<file path="src/design/prmap_pkg.sv">
// package: offsets, reset values and timing constants of the peripheral register map
package prmap_pkg;
  // ---------------------------------------------------------------
  // register offsets within the 256-byte window
  // ---------------------------------------------------------------
  localparam logic [7:0] OFF_A_IN = 8'h00;
  localparam logic [7:0] OFF_B_IN = 8'h01;
  localparam logic [7:0] OFF_C_IN = 8'h10;
  localparam logic [7:0] OFF_D_IN = 8'h11;
  localparam logic [7:0] OFF_E_IN = 8'h30;
  localparam logic [7:0] OFF_F_IN = 8'h40;
  localparam logic [7:0] OFF_G_IN = 8'h41;
  localparam logic [7:0] OFF_E_FUNC = 8'h32;
  localparam logic [7:0] OFF_F_FUNC = 8'h42;
  localparam logic [7:0] OFF_G_FUNC = 8'h43;
  localparam logic [7:0] OFF_A_OUT = 8'h04;
  localparam logic [7:0] OFF_B_OUT = 8'h05;
  localparam logic [7:0] OFF_C_OUT = 8'h14;
  localparam logic [7:0] OFF_D_OUT = 8'h15;
  localparam logic [7:0] OFF_E_OUT = 8'h34;
  localparam logic [7:0] OFF_F_OUT = 8'h44;
  localparam logic [7:0] OFF_G_OUT = 8'h45;
  localparam logic [7:0] OFF_A_DIR = 8'h06;
  localparam logic [7:0] OFF_B_DIR = 8'h07;
  localparam logic [7:0] OFF_C_DIR = 8'h16;
  localparam logic [7:0] OFF_D_DIR = 8'h17;
  localparam logic [7:0] OFF_E_DIR = 8'h36;
  localparam logic [7:0] OFF_F_DIR = 8'h46;
  localparam logic [7:0] OFF_G_DIR = 8'h47;
  localparam logic [7:0] OFF_A_DRV = 8'h08;
  localparam logic [7:0] OFF_B_DRV = 8'h09;
  localparam logic [7:0] OFF_C_DRV = 8'h18;
  localparam logic [7:0] OFF_D_DRV = 8'h19;
  localparam logic [7:0] OFF_E_DRV = 8'h38;
  localparam logic [7:0] OFF_F_DRV = 8'h48;
  localparam logic [7:0] OFF_G_DRV = 8'h49;
  localparam logic [7:0] OFF_A_IMC = 8'h0A;
  localparam logic [7:0] OFF_B_IMC = 8'h0B;
  localparam logic [7:0] OFF_D_IMC = 8'h1A;
  localparam logic [7:0] OFF_A_OEN = 8'h0C;
  localparam logic [7:0] OFF_B_OEN = 8'h0D;
  localparam logic [7:0] OFF_C_OEN = 8'h1C;
  localparam logic [7:0] OFF_F_OEN = 8'h4C;
  localparam logic [7:0] OFF_CELL_A = 8'h20;
  localparam logic [7:0] OFF_CELL_B = 8'h21;
  localparam logic [7:0] OFF_BLK_A = 8'h22;
  localparam logic [7:0] OFF_BLK_B = 8'h23;
  localparam logic [7:0] OFF_PWR_FIRST = 8'hB0;
  localparam logic [7:0] OFF_PWR_SECOND = 8'hB4;
  localparam logic [7:0] OFF_PRI_LOCK = 8'hC0;
  localparam logic [7:0] OFF_SEC_LOCK = 8'hC2;
  localparam logic [7:0] OFF_TEST_PORT = 8'hC7;
  localparam logic [7:0] OFF_PAGE = 8'hE0;
  localparam logic [7:0] OFF_SPACE = 8'hE2;
  localparam logic [7:0] OFF_MEM_ID0 = 8'hF0;
  localparam logic [7:0] OFF_MEM_ID1 = 8'hF1;
  // ---------------------------------------------------------------
  // field positions, reset and fill values
  // ---------------------------------------------------------------
  localparam int FAST_BIT = 3;
  localparam int PDOWN_EN_BIT = 1;
  localparam int TEST_ON_BIT = 0;
  localparam int SECURITY_BIT = 7;
  localparam logic [7:0] RST_ZERO = 8'h00;
  localparam logic [7:0] RST_PWR_FIRST = 8'h08;
  localparam logic [7:0] RST_SPACE = 8'h00;
  localparam logic [7:0] UNMAPPED_VALUE = 8'hFF;
  // ---------------------------------------------------------------
  // idle time before automatic power-down
  // ---------------------------------------------------------------
  localparam int CLK_HZ = 20_000_000;
  localparam int PDOWN_IDLE_US = 100;
  localparam int PDOWN_IDLE_CYCLES = (PDOWN_IDLE_US * (CLK_HZ / 1_000_000));
endpackage : prmap_pkg

</file>
<file path="src/design/prmap_top.sv">
// module: register window, port registers, logic cell load/mask and power control
// Function
// - registers sit at fixed offsets in a 256-byte window placed at a configured base
// - fast bit at 0 holds the gated logic array inputs until those inputs change
// - second power register bits block matching inputs into the logic array
// - automatic power-down turns functions off while the host is idle
// - pin level registers at 00,01,10,11,30,40,41 return live pins
// - pin function registers at 32,42,43 choose host i/o or address output
// - output latches at 04,05,14,15,34,44,45 drive pins in output mode
// - driver type registers at 08..49 choose open drain or slew rate
// - read-only driver-on status at 0C,0D,1C,4C shows enabled drivers
// - cell registers at 20,21 read cell outputs and load cell flip-flops
// - write block registers at 22,23 stop host loads of chosen cells
// - read-only C0 reports primary flash sector locks
// - read-only C2 reports security state and secondary sector locks
// - B0 holds the fast bit and other power settings
// - read-only F0 and F1 report memory sizes and type
// - host code may alter flash only, never logic arrays or configuration
// - C7 bit 0 enables the serial test port on port e
// - page register at E0 is 8 bits and feeds the address decode
//
// Added by the designer: strobed register access.
module prmap_top #(
  parameter int ADDR_W = 16,
  parameter int PDOWN_IDLE = prmap_pkg::PDOWN_IDLE_CYCLES,
  parameter logic [7:0] MEM_ID0_VALUE = 8'h00, // arbitrary value
  parameter logic [7:0] MEM_ID1_VALUE = 8'h00  // arbitrary value
) (
  input wire logic clk, // 20 mhz clock
  input wire logic rst_n, // async reset, active low
  input wire logic [ADDR_W-1:0] window_base, // configured window base
  input wire logic [ADDR_W-1:0] bus_addr, // host address
  input wire logic [7:0] bus_wdata, // host write data
  input wire logic bus_wr, // write strobe
  input wire logic bus_rd, // read strobe
  output logic [7:0] bus_rdata, // read data, cycle after read
  input wire logic [55:0] pin_in, // pin levels, ports a..g
  input wire logic [23:0] imc_in, // input cells a,b,d
  input wire logic [55:0] pin_oe_in, // live driver enables a..g
  input wire logic [15:0] cell_in, // logic array cell outputs
  input wire logic [7:0] pri_lock_in, // primary sector locks
  input wire logic [3:0] sec_lock_in, // secondary sector locks
  input wire logic security_in, // security state
  input wire logic [55:0] array_in, // logic array input signals
  output logic [55:0] pin_out, // output latch values
  output logic [55:0] pin_dir, // pin directions
  output logic [55:0] pin_drv, // driver type select
  output logic [23:0] pin_func, // port e,f,g pin function
  output logic [15:0] cell_load, // cell flip-flop load value
  output logic [15:0] cell_load_en, // per-cell load pulse
  output logic [55:0] array_gated, // inputs passed to logic array
  output logic array_standby, // logic array in standby
  output logic power_down, // automatic power-down active
  output logic test_port_on, // serial test port enable
  output logic [7:0] page_value_bits, // page value to decode
  output logic [7:0] memory_space_placement, // space placement bits
  output logic [7:0] power_control_first, // first power register
  output logic [7:0] power_control_second // second power register
);
  // ---------------------------------------------------------------
  // state
  // ---------------------------------------------------------------
  typedef struct packed {
    logic [7:0] rdata;
    logic [55:0] out_latch;
    logic [55:0] dir;
    logic [55:0] drv;
    logic [23:0] func;
    logic [15:0] blk;
    logic [15:0] load;
    logic [15:0] load_en;
    logic [7:0] pwr1;
    logic [7:0] pwr2;
    logic [7:0] test;
    logic [7:0] page;
    logic [7:0] space;
    logic [55:0] gated;
    logic [55:0] last_in;
    logic standby;
    logic [31:0] idle;
    logic pdown;
  } prmap_state_t;

  prmap_state_t st;
  prmap_state_t next_st;
  logic in_win;
  logic [7:0] off;
  logic [55:0] next_gate;

  // refuse widths and idle counts the logic cannot serve; window compare needs bit 8
  if (ADDR_W < 9 || ADDR_W > 32 || PDOWN_IDLE < 1) begin : g_bad_params
    $error("prmap_top: unsupported parameter values");
  end

  // port index for a given offset base, -1 when none
  function automatic int port_of(input logic [7:0] o, input logic [7:0] ofs [7]);
    int p;
    p = -1;
    for (int i = 0; i < 7; i++) begin
      if (o == ofs[i]) begin
        p = i;
      end
    end
    return p;
  endfunction

  localparam logic [7:0] IN_OFS [7] = '{prmap_pkg::OFF_A_IN, prmap_pkg::OFF_B_IN, prmap_pkg::OFF_C_IN,
    prmap_pkg::OFF_D_IN, prmap_pkg::OFF_E_IN, prmap_pkg::OFF_F_IN, prmap_pkg::OFF_G_IN};
  localparam logic [7:0] OUT_OFS [7] = '{prmap_pkg::OFF_A_OUT, prmap_pkg::OFF_B_OUT, prmap_pkg::OFF_C_OUT,
    prmap_pkg::OFF_D_OUT, prmap_pkg::OFF_E_OUT, prmap_pkg::OFF_F_OUT, prmap_pkg::OFF_G_OUT};
  localparam logic [7:0] DIR_OFS [7] = '{prmap_pkg::OFF_A_DIR, prmap_pkg::OFF_B_DIR, prmap_pkg::OFF_C_DIR,
    prmap_pkg::OFF_D_DIR, prmap_pkg::OFF_E_DIR, prmap_pkg::OFF_F_DIR, prmap_pkg::OFF_G_DIR};
  localparam logic [7:0] DRV_OFS [7] = '{prmap_pkg::OFF_A_DRV, prmap_pkg::OFF_B_DRV, prmap_pkg::OFF_C_DRV,
    prmap_pkg::OFF_D_DRV, prmap_pkg::OFF_E_DRV, prmap_pkg::OFF_F_DRV, prmap_pkg::OFF_G_DRV};

  // ---------------------------------------------------------------
  // window decode
  // ---------------------------------------------------------------
  assign in_win = (bus_addr[ADDR_W-1:8] == window_base[ADDR_W-1:8]);
  assign off = bus_addr[7:0];

  // inputs blocked per bit of the second power register, one byte lane each
  always_comb begin
    next_gate = '0;
    for (int p = 0; p < 7; p++) begin
      next_gate[p*8 +: 8] = array_in[p*8 +: 8] & ~{8{st.pwr2[p]}};
    end
  end

  // ---------------------------------------------------------------
  // next state
  // ---------------------------------------------------------------
  always_comb begin
    int pi;
    int po;
    int pd;
    int pv;
    logic hit_wr;
    logic hit_rd;
    logic [15:0] sel;
    pi = port_of(off, IN_OFS);
    po = port_of(off, OUT_OFS);
    pd = port_of(off, DIR_OFS);
    pv = port_of(off, DRV_OFS);
    hit_wr = bus_wr && in_win;
    hit_rd = bus_rd && in_win;
    sel = '0;
    next_st = st;
    next_st.load_en = '0;
    next_st.rdata = prmap_pkg::RST_ZERO;
    // host writes; read-only offsets fall through untouched
    if (hit_wr) begin
      if (po >= 0) next_st.out_latch[po*8 +: 8] = bus_wdata;
      if (pd >= 0) next_st.dir[pd*8 +: 8] = bus_wdata;
      if (pv >= 0) next_st.drv[pv*8 +: 8] = bus_wdata;
      unique case (off)
        prmap_pkg::OFF_E_FUNC: next_st.func[7:0] = bus_wdata;
        prmap_pkg::OFF_F_FUNC: next_st.func[15:8] = bus_wdata;
        prmap_pkg::OFF_G_FUNC: next_st.func[23:16] = bus_wdata;
        prmap_pkg::OFF_BLK_A: next_st.blk[7:0] = bus_wdata;
        prmap_pkg::OFF_BLK_B: next_st.blk[15:8] = bus_wdata;
        prmap_pkg::OFF_CELL_A: sel[7:0] = 8'hFF;
        prmap_pkg::OFF_CELL_B: sel[15:8] = 8'hFF;
        prmap_pkg::OFF_PWR_FIRST: next_st.pwr1 = bus_wdata;
        prmap_pkg::OFF_PWR_SECOND: next_st.pwr2 = bus_wdata;
        prmap_pkg::OFF_TEST_PORT: next_st.test = {7'h00, bus_wdata[prmap_pkg::TEST_ON_BIT]};
        prmap_pkg::OFF_PAGE: next_st.page = bus_wdata;
        prmap_pkg::OFF_SPACE: next_st.space = bus_wdata;
        default: ;
      endcase
      // cell loads pass only where the write block bit is clear
      next_st.load = {bus_wdata, bus_wdata};
      next_st.load_en = sel & ~st.blk;
    end
    // host reads: data appear one cycle later
    if (hit_rd) begin
      next_st.rdata = prmap_pkg::UNMAPPED_VALUE;
      if (pi >= 0) next_st.rdata = pin_in[pi*8 +: 8];
      if (po >= 0) next_st.rdata = st.out_latch[po*8 +: 8];
      if (pd >= 0) next_st.rdata = st.dir[pd*8 +: 8];
      if (pv >= 0) next_st.rdata = st.drv[pv*8 +: 8];
      unique case (off)
        prmap_pkg::OFF_E_FUNC: next_st.rdata = st.func[7:0];
        prmap_pkg::OFF_F_FUNC: next_st.rdata = st.func[15:8];
        prmap_pkg::OFF_G_FUNC: next_st.rdata = st.func[23:16];
        prmap_pkg::OFF_A_IMC: next_st.rdata = imc_in[7:0];
        prmap_pkg::OFF_B_IMC: next_st.rdata = imc_in[15:8];
        prmap_pkg::OFF_D_IMC: next_st.rdata = imc_in[23:16];
        prmap_pkg::OFF_A_OEN: next_st.rdata = pin_oe_in[7:0];
        prmap_pkg::OFF_B_OEN: next_st.rdata = pin_oe_in[15:8];
        prmap_pkg::OFF_C_OEN: next_st.rdata = pin_oe_in[23:16];
        prmap_pkg::OFF_F_OEN: next_st.rdata = pin_oe_in[47:40];
        prmap_pkg::OFF_CELL_A: next_st.rdata = cell_in[7:0];
        prmap_pkg::OFF_CELL_B: next_st.rdata = cell_in[15:8];
        prmap_pkg::OFF_BLK_A: next_st.rdata = st.blk[7:0];
        prmap_pkg::OFF_BLK_B: next_st.rdata = st.blk[15:8];
        prmap_pkg::OFF_PWR_FIRST: next_st.rdata = st.pwr1;
        prmap_pkg::OFF_PWR_SECOND: next_st.rdata = st.pwr2;
        prmap_pkg::OFF_PRI_LOCK: next_st.rdata = pri_lock_in;
        prmap_pkg::OFF_SEC_LOCK: next_st.rdata = {security_in, 3'h0, sec_lock_in};
        prmap_pkg::OFF_TEST_PORT: next_st.rdata = st.test;
        prmap_pkg::OFF_PAGE: next_st.rdata = st.page;
        prmap_pkg::OFF_SPACE: next_st.rdata = st.space;
        prmap_pkg::OFF_MEM_ID0: next_st.rdata = MEM_ID0_VALUE;
        prmap_pkg::OFF_MEM_ID1: next_st.rdata = MEM_ID1_VALUE;
        default: ;
      endcase
    end
    // standby: outputs held while fast bit is 0, until an input moves
    next_st.last_in = next_gate;
    if (st.pwr1[prmap_pkg::FAST_BIT]) begin
      next_st.standby = 1'b0;
      next_st.gated = next_gate;
    end else if (next_gate != st.last_in) begin
      next_st.standby = 1'b0;
      next_st.gated = next_gate;
    end else begin
      next_st.standby = 1'b1;
    end
    // automatic power-down after host idle time when enabled
    if (bus_wr || bus_rd || !st.pwr1[prmap_pkg::PDOWN_EN_BIT]) begin
      next_st.idle = '0;
      next_st.pdown = 1'b0;
    end else if (st.idle >= 32'(PDOWN_IDLE - 1)) begin
      next_st.pdown = 1'b1;
    end else begin
      next_st.idle = st.idle + 32'd1;
    end
  end

  // ---------------------------------------------------------------
  // state register; no path lets host code reprogram array or config
  // ---------------------------------------------------------------
  always_ff @(posedge clk or negedge rst_n) begin
    if (!rst_n) begin
      st <= '0;
      st.pwr1 <= prmap_pkg::RST_PWR_FIRST;
      st.space <= prmap_pkg::RST_SPACE;
    end else begin
      st <= next_st;
    end
  end

  // outputs straight from flip-flops
  assign bus_rdata = st.rdata;
  assign pin_out = st.out_latch;
  assign pin_dir = st.dir;
  assign pin_drv = st.drv;
  assign pin_func = st.func;
  assign cell_load = st.load;
  assign cell_load_en = st.load_en;
  assign array_gated = st.gated;
  assign array_standby = st.standby;
  assign power_down = st.pdown;
  assign test_port_on = st.test[prmap_pkg::TEST_ON_BIT];
  assign page_value_bits = st.page;
  assign memory_space_placement = st.space;
  assign power_control_first = st.pwr1;
  assign power_control_second = st.pwr2;
endmodule // prmap_top

</file>
<file path="config.mk">
export PLATFORM = sky130hd
export DESIGN_NAME = prmap_top
export DESIGN_NICKNAME = d
export VERILOG_FILES = /design/src/design/prmap_pkg.sv /design/src/design/prmap_top.sv
export SDC_FILE = /design/constraint.sdc
export NUM_CORES = 1
export LEC_CHECK = 0
export BUFFER_PORTS_ARGS = -buffer_cell sky130_fd_sc_hd__buf_2
export CAP_MARGIN = 20
export CORE_AREA = 2 2 227 229
export DETAILED_ROUTE_END_ITERATION = 8
export DIE_AREA = 0 0 229 231
export GPL_TIMING_DRIVEN = 0
export HOLD_SLACK_MARGIN = 0.05
export PLACE_DENSITY = 0.8
export RECOVER_POWER = 25
export SKIP_CTS_REPAIR_TIMING = 1
export SLEW_MARGIN = 10
export SYNTH_ARGS = -nofsm -noshare
export SYNTH_HDL_FRONTEND = slang
export SYNTH_SLANG_ARGS = --single-unit
</file>
<file path="constraint.sdc">
create_clock -name clk -period 2.5 [get_ports clk]
set_input_delay 0.125 -clock clk [delete_from_list [all_inputs] [get_ports clk]]
set_output_delay 0.125 -clock clk [all_outputs]
set_load 0.01 [all_outputs]
</file>
# After elaboration in Yosys (flattened, before gate mapping)
# Cells that the tools add are included.
dict set report op_classes {
  order_cmp 5
  n_addsub 4
  div 0
  n_mul 0
  n_shift 10
  bitwise 16
  n_reduce_logical 22
  eq_ne 53
  mux 54
}
# cell n
set ops {}
lappend ops {{32-bit 2-to-1 mux} 29}
lappend ops {{56-bit by 32-bit variable part select with 8-bit output} 4}
lappend ops {{8-bit one-hot mux with 22 select lines} 1}
lappend ops {{56-bit bitwise mux} 3}
lappend ops {{56-bit 2-to-1 mux} 3}
lappend ops {{8-bit by 33-bit variable shift with 56-bit output, first input constant} 3}
lappend ops {{8-bit by 33-bit variable part select with 56-bit output} 3}
lappend ops {{32-bit by 1-bit greater-or-equal comparator with 1-bit output, second input constant} 4}
lappend ops {{8-bit 2-to-1 mux} 13}
lappend ops {{32-bit negation with 33-bit output} 3}
lappend ops {{8-bit by 7-bit == test with 1-bit output, second input constant} 11}
lappend ops {{8-bit by 5-bit == test with 1-bit output, second input constant} 10}
lappend ops {{8-bit by 6-bit == test with 1-bit output, second input constant} 9}
lappend ops {{8-bit == test, second input constant} 9}
lappend ops {{8-bit bitwise AND} 7}
lappend ops {{56-bit != test} 1}
lappend ops {{8-bit inverter} 7}
lappend ops {{8-bit by 4-bit == test with 1-bit output, second input constant} 6}
lappend ops {{33-bit 2-to-1 mux} 1}
lappend ops {{32-bit by 1-bit adder with 32-bit output, second input constant} 1}
lappend ops {{8-bit by 3-bit == test with 1-bit output, second input constant} 4}
lappend ops {{32-bit by 11-bit greater-or-equal comparator with 1-bit output, second input constant} 1}
lappend ops {{2-bit AND reduction} 13}
lappend ops {{16-bit bitwise AND} 1}
lappend ops {{other kinds (11)} 17}
dict set report word_totals {
  mem_bits_ro 0
  elab_cells 185
  latch_bits 0
  n_memories 0
  ram_bits 0
  register_bits 427
}

# Depth between registers and ports, before layout
dict set report logic_depth {
  ltp_word 15
  ltp_mapped 18
  mapped_depth_nobuf 15
}

# Least setup slack after synthesis
# OpenSTA, ideal clock, no wires.
dict set report synth_timing {
  path_kind {input -> register}
  startpoint {input bus_addr[5]}
  endpoint {register st, in the netlist pin_out[16]}
  required_time_ns 2.375
  cell_stages 12
  setup_ns 0.125
  slack_ns -1.848
  t_arrival_ns 4.223
  cell_sequence {clkbuf_1 or3_1 a311oi_1 ha_1 and3_1 ha_1 nand4b_1 or3_1 a2111oi_0 nand4_1 nor3_2 mux2_2}
}
dict set report synth_between {
  elab_chain_len 11
  word_cells_on_any_way 20
}
# item line
set synth_lines {}
lappend synth_lines {{from (decl)} prmap_top.sv:32} ;# input wire logic [ADDR_W-1:0] bus_addr,
lappend synth_lines {{8-bit by 3-bit == test with 1-bit output} prmap_top.sv:100} ;# if (o == ofs[i]) begin
lappend synth_lines {{32-bit 2-to-1 mux (6 in series)} prmap_top.sv:100}
lappend synth_lines {{32-bit 2-to-1 mux *} prmap_top.sv:100}
lappend synth_lines {{32-bit negation with 33-bit output} prmap_top.sv:153} ;# if (po >= 0) next_st.out_latch[po*8 +: 8] = bus_wdata;
lappend synth_lines {{8-bit by 33-bit variable part select with 56-bit output / 8-bit by 33-bit variable shift with 56-bit output (equally long branches)} prmap_top.sv:153}
lappend synth_lines {{56-bit bitwise mux} prmap_top.sv:153}
lappend synth_lines {{to (signal assigned)} prmap_top.sv:240} ;# st <= next_st;
lappend synth_lines {{to (decl)} prmap_top.sv:84} ;# prmap_state_t st;
# Mark *: on every way between the ends. The rest lies on a longest branch, timed or not.
# A chain may end at the register's enable or synchronous reset.

# Worst setup path after layout
dict set report layout_timing {
  startpoint {input bus_addr[4]}
  endpoint {register st, in the netlist pin_out[23]}
}
# The elaborated chain is that of the path after synthesis.

==> results.cfg <==
[outcome]
status = finished, violations left
violations = setup timing

[route]
num_vias = 21400
first_pass_iters = 6
drtAntennaViolNets = 0
drc = 0
vias_per_cell = 5.86
drt-total-wl_mm = 96.8
drt_iter0_drc = 2272
wire_per_inst_um = 26.6

[cells_and_area]
final_util_pct = 62.3
layoutNonFillerInstCount = 3647
drive_gt1_share_pct = 52.0
final_cell_mix = buf_2, dfrtp_1, buf_4
num-nets-final = 3202
final_common_cell = buf_2
syn2layout_area_growth_pct = 37.0
nFillCells = 3949

[synth]
synth_top_area_share_pct = 45.4
synth_edf_count = 0
synthArstFlopShare_pct = 100
synthCells = 2131
syn_area_per_cell_um2 = 10.8
synth_nets = 2412
synth_cell_types = 82
yosysSeqAreaShare_pct = 45.5
yosys_warnings = 0
netlist_area_mm2 = 0.0230
yosys_most_used_dff = dfrtp_1
synth-seq-cells = 419
yosysTopAreaCell = dfrtp_1
synthTopCellsByArea = dfrtp_1, mux2_2, buf_4, nand2_1, mux2i_1

[sta]
setup_slack_ps = -1200
hold_viol_final = 0
whs_ps = 39.2
tightest_slew_ps = 1450
setup_viol = 210
max_freq_ghz = 0.270
rsz0062_at_grt = yes
maxSlewViolCount = 0
min_period_ps = 3700
skew_ps = 26.7
fin_crit_sh_pct = 148
relSlewSlack_pct = 3.26

[critical_path]
worstPathArrival_ps = 4180
cp.required_ps = 2980
worstSetupPathType = primary input to flip-flop
endpoint_kind = flip-flop
cp-start-kind = primary input
rr_worst_depth = 9
path_max_fanout = 10

[placement]
routabilityCongestion = 1.01
placed_cells = 3381
dp_hpwl_mm = 68.0
place.port_buffers = 554
place_ws_ps = -2590

[floorplan]
die_y_um = 231
num_rows = 83
die_w_um = 229
start_util_pct = 45.4
ioPinCount = 588
die-area_mm2 = 0.0529
core_area_mm2 = 0.0507

[clock_network]
cts_max_path_buffers = 3
numCtsBuffers = 46
cts_sinks = 419
cts_tree = yes
cts_root_buffer = clkbuf_16
htreeDepth = 2
clkLatencyLatePin_ps = 600
clkTransAtPathRegs_ps = 60

[global_route]
met2_usage_pct = 52.0
globalRouteOverflowTotal = 0
grt-busiest-layer = met2
grt_use_met1_pct = 40.5
gr-usage-met3_pct = 9.14
grt.total_usage_pct = 32.4
grt_pass1_wl_mm = 128
grt_pass1_vias = 20000
antenna_found_initial = 15
grt_max_degree = 108

[power_and_ir_drop]
power_density_mw_per_mm2 = 483
ir_worst_vdd_mv = 0.475
power_mw = 15.2
p_leak_nw = 16.4

[run]
maxCapViolations = 0

[min_path]
whs_path_depth = 3
hold_class = primary input to flip-flop
logic make-up after synthesis:
| kind of cell | Yosys count | synth area share [%] |
|---|---|---|
| and+or+nand+nor | 549 | 13.0 |
| AOI/OAI and AO/OA | 268 | 8.24 |
| DFF | 419 | 45.5 |
| adders and majority gates | 16 | 0.870 |
| xor gates and xnor gates | 68 | 2.59 |
| muxes | 347 | 16.9 |
| buffers and inverters | 464 | 12.8 |
power breakdown:
group          total, mW  leakage (nW)  switching (mW)  internal [mW]
clock network       6.68         0.709            2.95           3.73
registers           6.96          5.54          0.0687           6.89
logic               1.59          10.1           0.921          0.667
total               15.2          16.4            3.94           11.3
worst paths after layout:
kind	from	to	slack, ps
min in group asynchronous	rst_n	pin_out[27]	440
min reg2reg	st[233]	cell_load_en[15]	450
max reg2reg	power_control_second[5]	array_gated[32]	-870
max in group asynchronous	rst_n	array_gated[54]	330
min	bus_wdata[1]	pin_dir[25]	40
max	bus_addr[4]	pin_out[23]	-1200
state kept, by name (all words and copies together), names as in the netlist:
register,count
test_port_on,1
power_control_second,8
st,104
pin_drv,56
array_gated,56
pin_dir,56
array_standby,1
page_value_bits,8
cell_load,8
power_control_first,8
power_down,1
cell_load_en,16
memory_space_placement,8
bus_rdata,8
pin_out,56
pin_func,24
per-stage QoR:
stage               instance area (um^2)  TNS (ps)
global placement                   26900  -3399570
floorplan                          23300   -182040
global route                       31500   -183330
detailed placement                 27200   -448510
finish                             31500   -169980
CTS                                28600   -303590
layout make-up:
cell class	instances	area, um^2	share of cell area, %
Antenna cell	14	35.0	0.111
Buffer	407	2990	9.49
Clock buffer	66	1300	4.11
Clock inverter	14	139	0.440
Inverter	49	198	0.627
Multi-Input combinational cell	1248	10800	34.4
Sequential cell	419	10500	33.2
Tap cell	680	851	2.70
Timing Repair Buffer	750	4710	14.9
Yosys cell counts (all sizes together), types with 18 or more instances:
library cell	count
xnor2	35
nand2b	22
a221oi	18
nor3	42
a21oi	37
a31oi	26
nand4	23
o21ai	44
nand3	46
a22oi	44
xor2	33
buf	333
nor2b	72
nor4	27
nand2	141
nor2	81
and3	30
clkbuf	82
mux2i	50
mux2	295
inv	48
dfrtp	418
critical path, stage by stage:
cell and delay [ps]:
buf_2 130, buf_6 130, buf_6 140, a211oi_4 320, o211ai_1 220, buf_4 190, inv_2 60, ha_4 130
and3_4 200, ha_4 210, nand4b_1 200, or3_4 410, a2111oi_4 410, nand4_1 260, buf_6 210, nor3_4 310
clkbuf_16 220, mux2_4 290
layer usage:
layer	vias to the layer above	wire length (um)
met2	1517	44700
met3	378	10600
met4	6	6270
met5	-	34
li1	8862	-
met1	10600	35200
Power figures use the tool's default switching activity.
